--- config.mk ---
export PLATFORM = sky130hd
export DESIGN_NAME = lsbui_core
export DESIGN_NICKNAME = d
export VERILOG_FILES = /design/src/hw/lsbui_pkg.sv /design/src/hw/lsbui_core.sv
export VERILOG_INCLUDE_DIRS = /design/src /design/src/hw
export SDC_FILE = /design/constraint.sdc
export NUM_CORES = 1
export LEC_CHECK = 0
export BUFFER_PORTS_ARGS = -buffer_cell sky130_fd_sc_hd__buf_2
export CORE_ASPECT_RATIO = 1.25
export CORE_MARGIN = 1.5
export CORE_UTILIZATION = 67
export CTS_BUF_LIST = sky130_fd_sc_hd__clkbuf_8
export DETAILED_ROUTE_END_ITERATION = 7
export GPL_ROUTABILITY_DRIVEN = 0
export PLACE_DENSITY = 0.88
export SYNTH_ARGS = -nofsm -noshare
export SYNTH_HDL_FRONTEND = slang
export SYNTH_SLANG_ARGS = --single-unit
--- constraint.sdc ---
create_clock -name clk_sys -period 5.58 [get_ports clk_sys]
set_input_delay 1.395 -clock clk_sys [delete_from_list [all_inputs] [get_ports clk_sys]]
set_output_delay 1.395 -clock clk_sys [all_outputs]
set_load 0.02 [all_outputs]
--- src/hw/lsbui_defines.svh ---
`ifndef LSBUI_DEFINES_SVH
`define LSBUI_DEFINES_SVH
// ---------------------------------------------------------------------------
// clock and timing
// ---------------------------------------------------------------------------
`define LSBUI_CLK_HZ          20000000
`define LSBUI_SHORT_MS        2000
`define LSBUI_STATUS_MS       2000
`define LSBUI_CONFIRM_MS      5000
`define LSBUI_ACK_MS          15000
`define LSBUI_BLINK_MS        250
`define LSBUI_MS_CYC          (`LSBUI_CLK_HZ / 1000)
// ---------------------------------------------------------------------------
// limits
// ---------------------------------------------------------------------------
`define LSBUI_INTERVAL_MIN_S  1
`define LSBUI_INTERVAL_MAX_S  64800
`define LSBUI_LOG_DEPTH       3958
`define LSBUI_NUM_RANGES      16
// ---------------------------------------------------------------------------
// register word offsets (word index, avs_address[5:2])
// ---------------------------------------------------------------------------
`define LSBUI_REG_CTRL        4'h0
`define LSBUI_REG_STATE       4'h1
`define LSBUI_REG_INTERVAL    4'h2
`define LSBUI_REG_COUNT       4'h3
`define LSBUI_REG_IRQ_STAT    4'h4
`define LSBUI_REG_IRQ_MASK    4'h5
`define LSBUI_REG_RANGE_ALM   4'h6
`define LSBUI_REG_CMD         4'h7
// ---------------------------------------------------------------------------
// control fields
// ---------------------------------------------------------------------------
`define LSBUI_CTRL_BSE        0
`define LSBUI_CTRL_STOPDIS    1
`define LSBUI_CTRL_STORE      2
`define LSBUI_CMD_START       0
`define LSBUI_CMD_STOP        1
`define LSBUI_CMD_RESET       2
// ---------------------------------------------------------------------------
// interrupt status bits
// ---------------------------------------------------------------------------
`define LSBUI_IRQ_STARTED     0
`define LSBUI_IRQ_STOPPED     1
`define LSBUI_IRQ_SAMPLE      2
`define LSBUI_IRQ_FULL        3
`define LSBUI_IRQ_W           4
`define LSBUI_RESET_INTERVAL  32'h0000_003c
`endif

--- src/hw/lsbui_pkg.sv ---
package lsbui_pkg;
  // operating states of the tag
  typedef enum logic [1:0] {
    LSBUI_STANDBY = 2'b00,
    LSBUI_IDLE    = 2'b01,
    LSBUI_ACTIVE  = 2'b10,
    LSBUI_SLEEP   = 2'b11
  } lsbui_op_t;
  // button interface phases
  typedef enum logic [2:0] {
    LSBUI_B_REL     = 3'b000,
    LSBUI_B_PRESS   = 3'b001,
    LSBUI_B_OFFER   = 3'b010,
    LSBUI_B_WAIT    = 3'b011,
    LSBUI_B_HELD    = 3'b100,
    LSBUI_B_SHOW    = 3'b101
  } lsbui_btn_t;
  // what the leds are currently showing
  typedef enum logic [2:0] {
    LSBUI_L_OFF     = 3'b000,
    LSBUI_L_STATUS  = 3'b001,
    LSBUI_L_OFFER_S = 3'b010,
    LSBUI_L_OFFER_P = 3'b011,
    LSBUI_L_ACK_S   = 3'b100,
    LSBUI_L_ACK_P   = 3'b101
  } lsbui_led_t;
endpackage

--- src/hw/lsbui_core.sv ---
// How it works
// - powers up in stand-by, clock halted, log empty
// - idle runs clock, waits reader or button start
// - active takes samples at interval, optional store
// - logging end enters sleep, log kept till reset
// - interval 1 s to 18 h, 3958 samples max
// - sixteen range alarms feed the alarm summary
// - enable bit clear means button checks status only
// - press under two seconds shows status
// - good battery no alarm: green two seconds
// - good battery any alarm: red two seconds
// - low battery blinks same colour two seconds
// - start offer needs repress within five seconds
// - confirmed start lights green fifteen seconds
// - stop offer needs repress within five seconds
// - confirmed stop lights red fifteen seconds
`timescale 1ns/1ps
`default_nettype none
`include "lsbui_defines.svh"
module lsbui_core #(
  parameter int SHORT_CYC   = `LSBUI_SHORT_MS * `LSBUI_MS_CYC,
  parameter int STATUS_CYC  = `LSBUI_STATUS_MS * `LSBUI_MS_CYC,
  parameter int CONFIRM_CYC = `LSBUI_CONFIRM_MS * `LSBUI_MS_CYC,
  parameter int ACK_CYC     = `LSBUI_ACK_MS * `LSBUI_MS_CYC,
  parameter int BLINK_CYC   = `LSBUI_BLINK_MS * `LSBUI_MS_CYC,
  parameter int SEC_CYC     = `LSBUI_CLK_HZ,
  parameter int LOG_DEPTH   = `LSBUI_LOG_DEPTH,
  parameter int NUM_RANGES  = `LSBUI_NUM_RANGES
) (
  // clock and reset
  input  wire  logic                  clk_sys,
  input  wire  logic                  rstn,
  // avalon-mm slave
  input  wire  logic [5:0]            avs_address,
  input  wire  logic                  avs_read,
  input  wire  logic                  avs_write,
  input  wire  logic [31:0]           avs_writedata,
  input  wire  logic [3:0]            avs_byteenable,
  output logic [31:0]                 avs_readdata,
  output logic                        avs_waitrequest,
  // manual interface
  input  wire  logic                  button,
  output logic                        led_green,
  output logic                        led_red,
  // alarm and battery inputs
  input  wire  logic                  memory_full_flag,
  input  wire  logic                  arrival_time_alarm,
  input  wire  logic                  bin_counter_alarm,
  input  wire  logic                  kinetic_temp_alarm,
  input  wire  logic                  shelf_life_alarm,
  input  wire  logic [NUM_RANGES-1:0] range_alarm,
  input  wire  logic                  battery_low,
  // reader commands
  input  wire  logic                  reader_start,
  input  wire  logic                  reader_reset,
  // logging side
  output logic                        clock_run,
  output logic                        sample_take,
  output logic                        sample_store,
  output logic [1:0]                  op_state,
  output logic                        irq
);
  // -------------------------------------------------------------------------
  // declarations
  // -------------------------------------------------------------------------
  lsbui_pkg::lsbui_op_t  op, next_op;           // operating state
  lsbui_pkg::lsbui_btn_t bst;                   // button phase
  lsbui_pkg::lsbui_led_t lmode;                 // led display mode
  logic [31:0] ctrl;                            // control word
  logic [31:0] interval;                        // sampling interval, seconds
  logic [31:0] tmr;                             // button / led timer
  logic [31:0] ltmr;                            // led display timer
  logic [31:0] sec_cnt;                         // cycles within one second
  logic [31:0] int_cnt;                         // seconds within interval
  logic [31:0] blink_cnt;                       // blink half period count
  logic [15:0] nsamp;                           // samples stored
  logic [`LSBUI_IRQ_W-1:0] irq_stat, irq_mask;  // interrupt bits
  logic        btn_q;                           // button one cycle late
  logic        blink;                           // blink phase
  logic        snap_alarm, snap_low;            // status snapshot
  logic        offer_stop;                      // offer is for stop
  logic        acc_d;                           // bus accepted last cycle
  // -------------------------------------------------------------------------
  // decode
  // -------------------------------------------------------------------------
  wire [3:0] widx      = avs_address[5:2];
  wire       wr_hit    = avs_write && !avs_waitrequest;
  wire       rd_hit    = avs_read && !avs_waitrequest;
  wire       w_ctrl    = wr_hit && widx == `LSBUI_REG_CTRL && avs_byteenable[0];
  wire       w_int     = wr_hit && widx == `LSBUI_REG_INTERVAL;
  wire       w_stat    = wr_hit && widx == `LSBUI_REG_IRQ_STAT && avs_byteenable[0];
  wire       w_mask    = wr_hit && widx == `LSBUI_REG_IRQ_MASK && avs_byteenable[0];
  wire       w_cmd     = wr_hit && widx == `LSBUI_REG_CMD && avs_byteenable[0];
  wire       bse       = ctrl[`LSBUI_CTRL_BSE];
  wire       stop_dis  = ctrl[`LSBUI_CTRL_STOPDIS];
  wire       any_alarm = memory_full_flag | arrival_time_alarm | bin_counter_alarm
                       | kinetic_temp_alarm | shelf_life_alarm | (|range_alarm);
  wire       press     = button && !btn_q;
  wire       release_e = !button && btn_q;
  wire       long_ok   = bse && (op == lsbui_pkg::LSBUI_IDLE
                       || (op == lsbui_pkg::LSBUI_ACTIVE && !stop_dis));
  wire       confirm   = bst == lsbui_pkg::LSBUI_B_WAIT && press;
  wire       btn_start = confirm && !offer_stop && op == lsbui_pkg::LSBUI_IDLE;
  wire       btn_stop  = confirm && offer_stop && op == lsbui_pkg::LSBUI_ACTIVE;
  wire       cmd_start = w_cmd && avs_writedata[`LSBUI_CMD_START];
  wire       cmd_stop  = w_cmd && avs_writedata[`LSBUI_CMD_STOP];
  wire       cmd_reset = (w_cmd && avs_writedata[`LSBUI_CMD_RESET]) || reader_reset;
  wire       mem_full  = nsamp == 16'(LOG_DEPTH);
  wire       tick_sec  = sec_cnt == 32'(SEC_CYC - 1);
  wire       tick_smp  = tick_sec && int_cnt + 32'd1 >= interval;
  wire       do_sample = op == lsbui_pkg::LSBUI_ACTIVE && tick_smp;
  wire       stop_any  = op == lsbui_pkg::LSBUI_ACTIVE && (btn_stop || cmd_stop
                       || (do_sample && mem_full));
  wire       start_any = op == lsbui_pkg::LSBUI_IDLE && (btn_start || cmd_start
                       || reader_start);
  wire [31:0] clamp_int = avs_writedata < 32'd`LSBUI_INTERVAL_MIN_S ? 32'd`LSBUI_INTERVAL_MIN_S
                        : avs_writedata > 32'd`LSBUI_INTERVAL_MAX_S ? 32'd`LSBUI_INTERVAL_MAX_S
                        : avs_writedata;
  wire [`LSBUI_IRQ_W-1:0] ev = {do_sample && mem_full,
                                do_sample && ctrl[`LSBUI_CTRL_STORE] && !mem_full,
                                stop_any, start_any};
  // read mux
  logic [31:0] rd_mux;
  always_comb begin
    case (widx)
      `LSBUI_REG_CTRL:      rd_mux = ctrl;
      `LSBUI_REG_STATE:     rd_mux = {30'h0000_0000, op};
      `LSBUI_REG_INTERVAL:  rd_mux = interval;
      `LSBUI_REG_COUNT:     rd_mux = {16'h0000, nsamp};
      `LSBUI_REG_IRQ_STAT:  rd_mux = {28'h000_0000, irq_stat};
      `LSBUI_REG_IRQ_MASK:  rd_mux = {28'h000_0000, irq_mask};
      `LSBUI_REG_RANGE_ALM: rd_mux = 32'(range_alarm);
      default:              rd_mux = 32'h0000_0000;
    endcase
  end
  // -------------------------------------------------------------------------
  // operating state
  // -------------------------------------------------------------------------
  always_comb begin
    next_op = op;
    case (op)
      lsbui_pkg::LSBUI_STANDBY: if (cmd_start || reader_start) next_op = lsbui_pkg::LSBUI_IDLE;
      lsbui_pkg::LSBUI_IDLE:    if (start_any) next_op = lsbui_pkg::LSBUI_ACTIVE;
      lsbui_pkg::LSBUI_ACTIVE:  if (stop_any) next_op = lsbui_pkg::LSBUI_SLEEP;
      lsbui_pkg::LSBUI_SLEEP:   next_op = op;
      default:                  next_op = lsbui_pkg::LSBUI_STANDBY;
    endcase
    if (cmd_reset) next_op = lsbui_pkg::LSBUI_STANDBY;
  end
  // state register
  always_ff @(posedge clk_sys) begin
    if (!rstn) op <= lsbui_pkg::LSBUI_STANDBY;
    else       op <= next_op;
  end
  // -------------------------------------------------------------------------
  // registers and bus
  // -------------------------------------------------------------------------
  always_ff @(posedge clk_sys) begin
    if (!rstn) begin
      ctrl     <= 32'h0000_0000;
      interval <= `LSBUI_RESET_INTERVAL;
      irq_mask <= '0;
    end else begin
      if (w_ctrl) ctrl <= {29'h0000_0000, avs_writedata[2:0]};
      if (w_int)  interval <= clamp_int;
      if (w_mask) irq_mask <= avs_writedata[`LSBUI_IRQ_W-1:0];
    end
  end
  // one wait cycle on an access, two on a back-to-back access, then accept
  always_ff @(posedge clk_sys) begin
    if (!rstn) begin
      avs_waitrequest <= 1'b1;
      acc_d           <= 1'b0;
      avs_readdata    <= 32'h0000_0000;
    end else begin
      avs_waitrequest <= !((avs_read || avs_write) && avs_waitrequest && !acc_d);
      acc_d           <= (avs_read || avs_write) && !avs_waitrequest;
      if ((avs_read || avs_write) && avs_waitrequest && !acc_d) avs_readdata <= rd_mux;
    end
  end
  // sticky status, set wins over write-one clear
  always_ff @(posedge clk_sys) begin
    if (!rstn) irq_stat <= '0;
    else       irq_stat <= (irq_stat & ~(w_stat ? avs_writedata[`LSBUI_IRQ_W-1:0] : '0)) | ev;
  end
  // -------------------------------------------------------------------------
  // sampling timebase and log count
  // -------------------------------------------------------------------------
  always_ff @(posedge clk_sys) begin
    if (!rstn || op == lsbui_pkg::LSBUI_STANDBY) begin
      sec_cnt <= 32'h0000_0000;
      int_cnt <= 32'h0000_0000;
    end else begin
      sec_cnt <= tick_sec ? 32'h0000_0000 : sec_cnt + 32'd1;
      if (tick_sec) int_cnt <= tick_smp ? 32'h0000_0000 : int_cnt + 32'd1;
    end
  end
  // stored sample count, kept through sleep
  always_ff @(posedge clk_sys) begin
    if (!rstn || cmd_reset) nsamp <= 16'h0000;
    else if (do_sample && ctrl[`LSBUI_CTRL_STORE] && !mem_full) nsamp <= nsamp + 16'h0001;
  end
  // -------------------------------------------------------------------------
  // button sequencer
  // -------------------------------------------------------------------------
  always_ff @(posedge clk_sys) begin
    if (!rstn) begin
      bst        <= lsbui_pkg::LSBUI_B_REL;
      tmr        <= 32'h0000_0000;
      btn_q      <= 1'b0;
      offer_stop <= 1'b0;
    end else begin
      btn_q <= button;
      tmr   <= tmr + 32'd1;
      case (bst)
        lsbui_pkg::LSBUI_B_REL: if (press) begin
          bst <= lsbui_pkg::LSBUI_B_PRESS;
          tmr <= 32'h0000_0000;
        end
        lsbui_pkg::LSBUI_B_PRESS: begin
          if (release_e) bst <= lsbui_pkg::LSBUI_B_REL;
          else if (tmr >= 32'(SHORT_CYC - 1)) begin
            bst        <= long_ok ? lsbui_pkg::LSBUI_B_OFFER : lsbui_pkg::LSBUI_B_HELD;
            offer_stop <= op == lsbui_pkg::LSBUI_ACTIVE;
          end
        end
        lsbui_pkg::LSBUI_B_OFFER: if (release_e) begin
          bst <= lsbui_pkg::LSBUI_B_WAIT;
          tmr <= 32'h0000_0000;
        end
        lsbui_pkg::LSBUI_B_WAIT: begin
          if (confirm) bst <= lsbui_pkg::LSBUI_B_HELD;
          else if (tmr >= 32'(CONFIRM_CYC - 1)) bst <= lsbui_pkg::LSBUI_B_REL;
        end
        lsbui_pkg::LSBUI_B_HELD: if (!button) bst <= lsbui_pkg::LSBUI_B_REL;
        default: bst <= lsbui_pkg::LSBUI_B_REL;
      endcase
    end
  end
  // -------------------------------------------------------------------------
  // led display
  // -------------------------------------------------------------------------
  wire short_rel = bst == lsbui_pkg::LSBUI_B_PRESS && release_e;
  wire offer_on  = bst == lsbui_pkg::LSBUI_B_PRESS && tmr >= 32'(SHORT_CYC - 1) && long_ok;
  always_ff @(posedge clk_sys) begin
    if (!rstn) begin
      lmode      <= lsbui_pkg::LSBUI_L_OFF;
      ltmr       <= 32'h0000_0000;
      snap_alarm <= 1'b0;
      snap_low   <= 1'b0;
    end else begin
      if (ltmr != 32'h0000_0000) ltmr <= ltmr - 32'd1;
      if (btn_start) begin
        lmode <= lsbui_pkg::LSBUI_L_ACK_S;
        ltmr  <= 32'(ACK_CYC);
      end else if (btn_stop) begin
        lmode <= lsbui_pkg::LSBUI_L_ACK_P;
        ltmr  <= 32'(ACK_CYC);
      end else if (offer_on) begin
        lmode <= op == lsbui_pkg::LSBUI_ACTIVE ? lsbui_pkg::LSBUI_L_OFFER_P
               : lsbui_pkg::LSBUI_L_OFFER_S;
        ltmr  <= 32'(CONFIRM_CYC);
      end else if (short_rel) begin
        lmode      <= lsbui_pkg::LSBUI_L_STATUS;
        ltmr       <= 32'(STATUS_CYC);
        snap_alarm <= any_alarm;
        snap_low   <= battery_low;
      end else if (bst == lsbui_pkg::LSBUI_B_REL && (lmode == lsbui_pkg::LSBUI_L_OFFER_S
                   || lmode == lsbui_pkg::LSBUI_L_OFFER_P)) begin
        lmode <= lsbui_pkg::LSBUI_L_OFF; // offer expired
      end else if (ltmr == 32'd1) begin
        lmode <= lsbui_pkg::LSBUI_L_OFF;
      end
    end
  end
  // blink divider
  always_ff @(posedge clk_sys) begin
    if (!rstn) begin
      blink_cnt <= 32'h0000_0000;
      blink     <= 1'b0;
    end else if (blink_cnt >= 32'(BLINK_CYC - 1)) begin
      blink_cnt <= 32'h0000_0000;
      blink     <= !blink;
    end else begin
      blink_cnt <= blink_cnt + 32'd1;
    end
  end
  // led drive
  logic ng, nr;
  always_comb begin
    ng = 1'b0;
    nr = 1'b0;
    case (lmode)
      lsbui_pkg::LSBUI_L_STATUS: begin
        ng = !snap_alarm && (!snap_low || blink);
        nr = snap_alarm && (!snap_low || blink);
      end
      lsbui_pkg::LSBUI_L_OFFER_S: begin
        ng = 1'b1;
        nr = blink;
      end
      lsbui_pkg::LSBUI_L_OFFER_P: begin
        nr = 1'b1;
        ng = blink;
      end
      lsbui_pkg::LSBUI_L_ACK_S: ng = 1'b1;
      lsbui_pkg::LSBUI_L_ACK_P: nr = 1'b1;
      default: begin
        ng = 1'b0;
        nr = 1'b0;
      end
    endcase
  end
  // registered outputs
  always_ff @(posedge clk_sys) begin
    if (!rstn) begin
      led_green    <= 1'b0;
      led_red      <= 1'b0;
      clock_run    <= 1'b0;
      sample_take  <= 1'b0;
      sample_store <= 1'b0;
      op_state     <= 2'b00;
      irq          <= 1'b0;
    end else begin
      led_green    <= ng;
      led_red      <= nr;
      clock_run    <= op != lsbui_pkg::LSBUI_STANDBY;
      sample_take  <= do_sample;
      sample_store <= do_sample && ctrl[`LSBUI_CTRL_STORE] && !mem_full;
      op_state     <= op;
      irq          <= |(irq_stat & irq_mask);
    end
  end
endmodule
`default_nettype wire

-- After elaboration in Yosys (flattened, before gate mapping)
Cells that the tools add are included.
- register bits: 274
- output and inout bits: 41
- word-level logic and storage cells: 213
- add/sub/neg operators: 6
- $lt $le $gt $ge: 6
- equality and inequality tests: 30
- mux-type cells: 35
- bitwise logic cells: 15
- reduce and logical (&&, ||, !) cells: 88
- operator list (operator ; count):
    case mux 32 bit (7 select lines) ; 1
    two-way mux 32 bit ; 5
    two-way mux 29 bit ; 5
    adder 32 x 1 -> 32 bit, second input constant ; 4
    case mux 32 bit (2 select lines) ; 1
    two-way mux 3 bit ; 14
    logical AND 1 bit ; 38
    == test 32 x 1 -> 1 bit, second input constant ; 1
    == test 32 x 25 -> 1 bit, second input constant ; 1
    greater-or-equal comparator 32 x 23 -> 1 bit, second input constant ; 1
    greater-or-equal comparator 32 x 26 -> 1 bit, second input constant ; 1
    greater-or-equal comparator 32 x 27 -> 1 bit, second input constant ; 1
    greater-or-equal comparator 32 bit ; 1
    > comparator 32 x 16 -> 1 bit, second input constant ; 1
    less-than comparator 32 x 1 -> 1 bit, second input constant ; 1
    nonzero test 32 bit ; 1
    subtractor 32 x 1 -> 32 bit, second input constant ; 1
    adder 16 x 1 -> 16 bit, second input constant ; 1
    == test 16 x 12 -> 1 bit, second input constant ; 1
    == test 4 x 3 -> 1 bit, second input constant ; 4
    OR reduction 16 bit ; 1
    case mux 3 bit (5 select lines) ; 1
    == test 3 x 2 -> 1 bit, second input constant ; 4
    logical NOT 1 bit ; 12
    35 further kinds ; 78

-- Depth between registers and ports, before layout
Gate-level depths: netlist of the first run.
- depth after elaboration: 10
- depth in mapped cells: 16

-- Worst setup path before layout of the first run
Ideal clock, no wire load.
- path kind: reg2reg
- start: reg int_cnt[0]
- end: reg nsamp[12]
- arrival: 3509 ps
- setup slack: 2001 ps
- cell stages (with the launch flop): 16
- buffers on the path: 1
- period minus slack after synthesis: 3579 ps
- cell sequence: dfxtp_1 ha_1 and3_1 and2_1 and3_1 nand3_1 xnor2_1 ha_1 and4_1 nand2_1 o311a_1 a21oi_2 o211ai_2 clkbuf_1 or4_1 a21oi_1
- word-level cells in the longest chain between the ends: 6
- ends and longest elaborated chain (what ; RTL line ; RTL):
    start, declared ; lsbui_core.sv:74 ; logic [31:0] int_cnt;
    start signal, assigned ; lsbui_core.sv:195 ; if (tick_sec) int_cnt <= tick_smp ? 32'h0000_0000 : int_cnt + 32'd1;
    adder 32 x 1 -> 32 bit ; lsbui_core.sv:110 ; wire tick_smp = tick_sec && int_cnt + 32'd1 >= interval;
    greater-or-equal comparator 32 bit ; lsbui_core.sv:110 ;
    logical AND 1 bit ; lsbui_core.sv:110 ;
    logical AND 1 bit ; lsbui_core.sv:111 ; wire do_sample = op == lsbui_pkg::LSBUI_ACTIVE && tick_smp;
    logical AND 1 bit (2 in series) ; lsbui_core.sv:201 ; else if (do_sample && ctrl[`LSBUI_CTRL_STORE] && !mem_full) nsamp <= nsamp + 16'h0001;
    end signal, assigned ; lsbui_core.sv:201 ;
    end, declared ; lsbui_core.sv:76 ; logic [15:0] nsamp;
Every way passes these cells.
A chain may end at the register's enable or synchronous reset.

-- Worst setup path after layout of the first run
- start: reg int_cnt[3]
- end: reg nsamp[11]
The elaborated chain is that of the path after synthesis.

==> summary.txt, run 1 <==
Detailed routing
  • Vias per cell: 6.131
  • Routed len/inst: 16.35 um
  • Drt drc: 0
  • Iter 0 DRT Violations: between 900 and 1000
  • Drt first pass iters: 6
  • Vias: roughly 12000
  • Remaining antenna violation count: 0
  • Total wire length: between 30 and 40 mm

Yosys
  • Async SR Flop Fraction: 0%
  • Top-area cell type share of the netlist area: roughly two fifths
  • Register bit count reported by yosys: 274
  • Synth Cell Area: 0.01320 sq mm
  • Avg Cell Area, Syn: 8.395 sq um
  • Warnings from Yosys: 0
  • Post-Synthesis Cells: between 1500 and 2000
  • Netlist cell types: 76
  • Most frequent cell after synthesis: dfxtp_1
  • Area contributors post-synth: dfxtp_1 42%, nor2_1 6.5%, xor2_1 5.1%, ha_1 4.4%, xnor2_1 3.8%
  • Seq/Total Area, Yosys: about two fifths
  • Area leader, netlist: dfxtp_1
  • Synth Flop Type: dfxtp_1
  • Post-synth top cells: 274 x dfxtp_1, 228 x nor2_1, 125 x nand2_1
  • Post-synth EDFFs: 0

GRT
  • Vias in the first global route: about 11000
  • GRT Total Usage: ~31%
  • Global-route wire length before repair: 53.03 mm
  • GRT overflow: 0
  • Initial antenna violation count: 1
  • Largest net degree at the start of global routing: 55

Critical path
  • Crit path cell chain: and4_1 -> nand4_1 -> nor2_1 -> nand4_1 -> xnor2_1 -> ha_1 -> nand4_1 -> nor4_1 -> nand2_1 -> a21oi_2 -> o211ai_2 -> or4_1 -> a21oi_1
  • R2r startpoint: int_cnt[3]
  • CP Capture Type: flop
  • Reg-to-reg endpoint: nsamp[11]
  • Crit Path Class: reg2reg
  • Critical path's slowest cell: or4_1
  • CP max stage delay: 650 ps
  • Critical Path Fanout Max: 30
  • Worst Path Required: 6050 ps
  • R2R depth: 13
  • CP Launch Type: flop
  • Arr. time, crit path: ~5200 ps
  • Worst R2R Setup Slack: around 840 ps
  • Most frequent cell on the critical path: nand4_1

Final layout
  • Share of cells above drive strength 1: approximately an eighth
  • Post-route cell area: 0.01484 sq mm
  • Antenna cells: 0
  • Nets: roughly 1800
  • Syn-to-layout area delta: 12.46%
  • Final Core Density: about three quarters

STA
  • Worst slew margin relative to its limit: a little over an eighth
  • RSZ-0062 raised after global routing: no
  • Final Hold Fails: 0
  • Period utilization: ~85%
  • Worst hold slack: between 400 and 500 ps
  • Setup TNS: 0 ps
  • Worst-Margin Slew: approximately 1300 ps
  • Clock Skew: 18.61 ps
  • Minimum clock period: around 4700 ps
  • Fmax: 0.2112 GHz
  • Fin. max-slew vios: 0
  • Setup violators final: 0

Power and ir drop
  • Maximum VDD drop: between 200 and 300 uV
  • PD cells: around 330 mW/mm^2
  • Power, Total: ~5 mW
  • Pleak: approximately 5.7 nW

Floorplanning
  • Die height: between 150 and 200 um
  • Initial core utilization: approximately 70%
  • Core area: approximately 0.019 sq mm
  • IO Pins: 112
  • Row cnt: between 50 and 60
  • Die width: 128.5 um
  • Die area: ~0.021 sq mm

Hold path
  • Sink of the worst hold path: sec_cnt[0]
  • Hold Path Stages: 1
  • HP Start: sec_cnt[0]
  • Hold WC Path Type: reg2reg

Place
  • PortBufs: 106
  • Area of placed instances: around 0.014 sq mm
  • Hpwl dp: 22.75 mm

CTS
  • Clock-pin transition on the worst setup and hold timing paths: 70 ps
  • Maximum buffer depth of the clock tree: 3
  • Hold_buf cts: 0
  • TritonCTS buffer count: 43
  • Later-pin clock latency in the skew report: 550 ps
  • Htree depth: 2
  • Post-CTS Setup Repair Bufs: 0
  • CTS tree: built
  • Clock Root Buffer: clkbuf_8
  • TritonCTS Sinks: around 270
  • # resized after CTS: 0

Job
  • MaxCap Viol Count: 0

Outcome
  • Status: completed
[cell usage in the layout (no fill, tap or decap), drive strengths merged, types with 7 or more instances in the layout]
cell type  instances
dfxtp            274
nor2             228
nand2            125
buf              114
a21oi             98
xor2              77
nand3             72
inv               69
clkbuf            60
xnor2             57
nor3              53
o21ai             50
ha                46
nand4             39
and3              35
a22oi             29
nor4              28
or3               21
or4               18
and4              16
a31oi             16
a32o              16
and2              13
nand2b            12
a222oi            12
o31ai             10
conb               9
nand3b             8
mux2i              8
nor2b              7
[power breakdown]
group | total [mW] | switching, mW | internal [mW]
combinational | 0.898 | 0.529 | 0.369
clock | 1.83 | 0.788 | 1.04
sequential | 2.20 | 0.121 | 2.08
[worst max-delay path, delay by kind of cell, from the launching register on]
kind,cells,cell delay [ps]
DFF,1,440
adders and majority gates,1,320
xor gates and xnor gates,1,230
AOI/OAI and AO/OA,3,930
and+or+nand+nor,8,2730
[flip-flops by register name, indices dropped and copies added, names as in the netlist, 2 cells and up]
signal	count
avs_readdata	32
blink_cnt	32
bst	3
ctrl	3
int_cnt	32
interval	32
irq_mask	4
irq_stat	4
lmode	3
ltmr	32
nsamp	16
op	2
op_state	2
sec_cnt	32
tmr	32
[metrics by stage]
stage | std cells | worst slack (ps)
after detailed placement | 1894 | 1020
final | 1971 | 844.2
after floorplan | 1580 | 2001
after global routing | 1971 | 464.9
after global placement | 1894 | 1145
after CTS | 1971 | 960.2
[per-layer routing]
layer	share of wire (%)	up-vias	track usage, %
met5	0.050	-	0
met4	4.7	2	16.45
met3	5.4	122	4.958
met2	50	435	55.08
met1	40	5709	35.76
li1	-	5816	-
[worst max path at each step]
stage,start,endpoint,slack [ps]
6_report,int_cnt[3],nsamp[11],840
5_1_grt,int_cnt[3],nsamp[11],460
4_1_cts,int_cnt[3],nsamp[11],960
3_5_place_dp,int_cnt[3],nsamp[11],1020
3_3_place_gp,int_cnt[3],nsamp[11],1140
2_1_floorplan,int_cnt[0],nsamp[12],2000
[cells by family (layout without fill, tap and decap cells)]
kind of cell / Yosys count / after routing / synth area share [%]
other: 1 / 9 / 0.02841
XOR/XNOR: 134 / 134 / 8.893
AO/OA/AOI/OAI: 279 / 279 / 13.89
adder cells (fa/ha/maj): 46 / 46 / 4.361
multiplexers: 11 / 11 / 0.8627
AND/OR/NAND/NOR: 703 / 703 / 26.75
flip-flops: 274 / 274 / 41.56
buffers and inverters: 124 / 250 / 3.650
[layout make-up]
type,instances,area [sq um]
clock buffers,60,825.8
multi-input cells,1182,7267
flip-flops and latches,274,5485
well taps,265,331.6
fillers,1391,4557
inverters,59,221.5
clock inverters,17,120.1
repair buffers,114,590.6
Note: power is estimated with default switching activity, not from simulation.
==> inputs of run 2 (changes only) <==
ABC_AREA = 1   (was not set)
CORE_UTILIZATION = 57   (was 67)
PLACE_DENSITY = 0.79   (was 0.88)
clock period = 3.85 ns   (was 5.58 ns; I/O delays follow)
==> run 2 against run 1 <==
  * Non-clock buffer count up 9
  * Core utilization down 12 points
  * Worst hold slack worse by 1.1 ps
  * Cell count up 29%
  * Register-to-register slack worse by 560 ps
==> summary.txt, run 2 <==
Final layout
  • Most common cell after layout, fill and taps aside: nand2_1
  • Area of the multi-input gates: roughly 0.0077 sq mm
  • Syn-to-layout area delta: 12.40%
  • Final Core Density: between 60% and 70%
  • Fillers: 2244
  • Nets: around 2300
  • Reg area: between 0.005 and 0.006 sq mm
  • Commonest non-fill, non-tap cells in the layout: 369 x nand2_1, 320 x inv_1, 274 x dfxtp_1
  • Post-route insts no fill: between 2000 and 3000
  • Share of cells above drive strength 1: 12.42%
  • Post-route cell area: 0.01632 sq mm

Yosys
  • Netlist cell types: 56
  • Post-synth top cells: 369 x nand2_1, 310 x inv_1, 274 x dfxtp_1
  • Post-synth EDFFs: 0
  • Post-Synthesis Cells: 2057
  • Register bit count reported by yosys: ~270
  • Synth Cell Area: 0.01452 sq mm
  • Most frequent cell after synthesis: nand2_1
  • Synth Flop Type: dfxtp_1
  • Seq/Total Area, Yosys: 37.79%
  • Area contributors post-synth: dfxtp_1 38%, nand2_1 9.5%, inv_1 8.0%, a21oi_1 6.3%, nor2_1 5.5%
  • Async SR Flop Fraction: 0%
  • Top-area cell type share of the netlist area: 37.79%
  • Area leader, netlist: dfxtp_1
  • Warnings from Yosys: 0
  • Avg Cell Area, Syn: about 7 sq um

Job
  • MaxCap Viol Count: 0

Outcome
  • Status: completed

GRT
  • Vias in the first global route: about 13000
  • Largest net degree at the start of global routing: 76
  • GRT Total Usage: about 28%
  • Met3 Use GR: under 10%
  • Met1 capacity usage during global routing: 33.17%
  • Global-route wire length before repair: 60.73 mm
  • GR Layer Usage met2: ~48%
  • GRT overflow: 0
  • Grt peak-use layer: met2
  • Initial antenna violation count: 0

Floorplanning
  • Initial core utilization: between 50% and 60%
  • Die width: between 100 and 150 um
  • Die height: between 150 and 200 um
  • Core area: between 0.02 and 0.03 sq mm
  • IO Pins: between 100 and 150
  • Die area: 0.02644 sq mm
  • Row cnt: 65

Detailed routing
  • Routed len/inst: ~15 um
  • Drt first pass iters: 7
  • Iter 0 DRT Violations: 996
  • Vias per cell: ~5.5
  • Vias: roughly 14000
  • Remaining antenna violation count: 0
  • Drt drc: 0
  • Total wire length: between 30 and 40 mm

Critical path
  • Crit path cell chain: inv_1 -> nor4_2 -> nand2_1 -> inv_1 -> nand3_2 -> nor2_2 -> nand3_1 -> xor2_2 -> inv_1 -> ha_1 -> nand2_1 -> nor3_1 -> nand2_1 -> nand2_1 -> nand2_1 -> nand2_1 -> nand4_1 -> nor2_1 -> inv_1 -> nand2_1 -> a21oi_1
  • Arr. time, crit path: ~4000 ps
  • Most frequent cell on the critical path: nand2_1
  • Crit Path Class: reg2reg
  • Critical path's slowest cell: dfxtp_1
  • CP max stage delay: about 370 ps
  • Worst Path Required: between 4000 and 5000 ps
  • CP bufs+invs: 4
  • CP Launch Type: flop
  • CP delay by family, top: simple AND/OR/NAND/NOR gates
  • CP Capture Type: flop
  • Critical Path Fanout Max: 11

STA
  • Setup violators final: 0
  • Final Hold Fails: 0
  • Setup TNS: 0 ps
  • Fmax: ~0.28 GHz
  • Clock Skew: 30.60 ps
  • Worst hold slack: about 450 ps
  • Period utilization: between 90% and 100%
  • Worst-Margin Slew: 859.1 ps
  • Final worst slack: between 200 and 300 ps
  • Fin. max-slew vios: 0
  • Worst slew margin relative to its limit: about 43%
  • Minimum clock period: 3564 ps

Place
  • Area of placed instances: 0.01541 sq mm
  • Hpwl dp: about 28 mm
  • Setup WS pre-CTS: roughly 300 ps
  • Cells after DPL: ~2500
  • PortBufs: between 100 and 150

Power and ir drop
  • Pint: 4.950 mW
  • NetSw: roughly 2.5 mW
  • Maximum VDD drop: around 250 uV
  • Power, Total: roughly 7.4 mW
  • Sw frac: between 30% and 40%
  • Pleak: between 6 and 7 nW
  • Sequential fraction of design power: about 43%
  • PD cells: between 400 and 500 mW/mm^2
  • Comb pwr share: around a quarter
  • Clk pwr share: between 30% and 40%

CTS
  • Clock Root Buffer: clkbuf_8
  • Hold_buf cts: 0
  • TritonCTS Sinks: 274
  • Later-pin clock latency in the skew report: between 500 and 600 ps
  • Post-CTS Setup Repair Bufs: 0
  • Maximum buffer depth of the clock tree: 3
  • Clock-pin transition on the worst setup and hold timing paths: 60 ps
  • Htree depth: 2
  • TritonCTS buffer count: 43
  • CTS tree: built

Hold path
  • Hold WC Path Type: reg2reg
==> run 2: cell types whose count changed after synthesis, sizes merged, moves of 27 or more <==
cell / delta
inv: +262
nand2: +251
a21oi: +86
nor3: +50
xnor2: -41
nand3: +37
o21ai: +36
and3: -32
a22oi: -27
nand4: +27
==> run 2: cell families (layout without fill, tap and decap cells) <==
| logic type | after synthesis | count (layout) | synth area share, % |
|---|---|---|---|
| AND/OR/NAND/NOR | 960 | 960 | 31.39 |
| XOR/XNOR | 73 | 73 | 4.404 |
| buffers and inverters | 369 | 519 | 9.809 |
| AO/OA/AOI/OAI | 334 | 334 | 12.62 |
| flip-flops | 274 | 274 | 37.79 |
| adder cells (fa/ha/maj) | 46 | 46 | 3.965 |
| other | 1 | 10 | 0.02583 |
==> run 2: path summary, 6_finish.rpt <==
| path | start | end | slack (ps) | cells past startpoint |
|---|---|---|---|---|
| worst min-delay path | blink_cnt[0] | blink_cnt[0] | 450 | 1 |
| worst min register to register | blink_cnt[0] | blink_cnt[0] | 450 | 1 |
| worst max register to register | int_cnt[4] | nsamp[15] | 290 | 21 |
| worst max-delay path | int_cnt[4] | nsamp[15] | 290 | 21 |
==> run 2: cell type report <==
| type | instances | area share [%] |
|---|---|---|
| Clock buffer | 57 | 4.808 |
| Sequential cell | 274 | 33.62 |
| Clock inverter | 19 | 0.5981 |
| Multi-Input combinational cell | 1422 | 46.99 |
| Antenna cell | 1 | 0.01534 |
| Timing Repair Buffer | 123 | 4.033 |
| Inverter | 320 | 7.369 |
| Tap cell | 335 | 2.569 |
==> run 2: per-layer routing <==
metal,vias to the layer above,share of wire [%],wire (um)
met3,104,6.4,2392
li1,7027,-,-
met1,6315,41,15330
met2,483,47,17620
met4,0,4.9,1820
met5,-,0,0
==> run 2: what timing repair did <==
action | in CTS | in global routing
hold endpoints to repair | 0 | 0
setup endpoints to repair | 0 | 40
gates resized for setup | 0 | 5
==> run 2: power groups by stage <==
stage | Clock, mW | Sequential [mW] | Combinational [mW]
3_3_place_gp | 0 | 3.21 | 1.69
3_5_place_dp | 0 | 3.22 | 1.74
5_1_grt | 2.67 | 3.18 | 2.01
6_report | 2.49 | 3.16 | 1.78
4_1_cts | 2.52 | 3.16 | 1.76
2_1_floorplan | 0 | 3.19 | 1.37
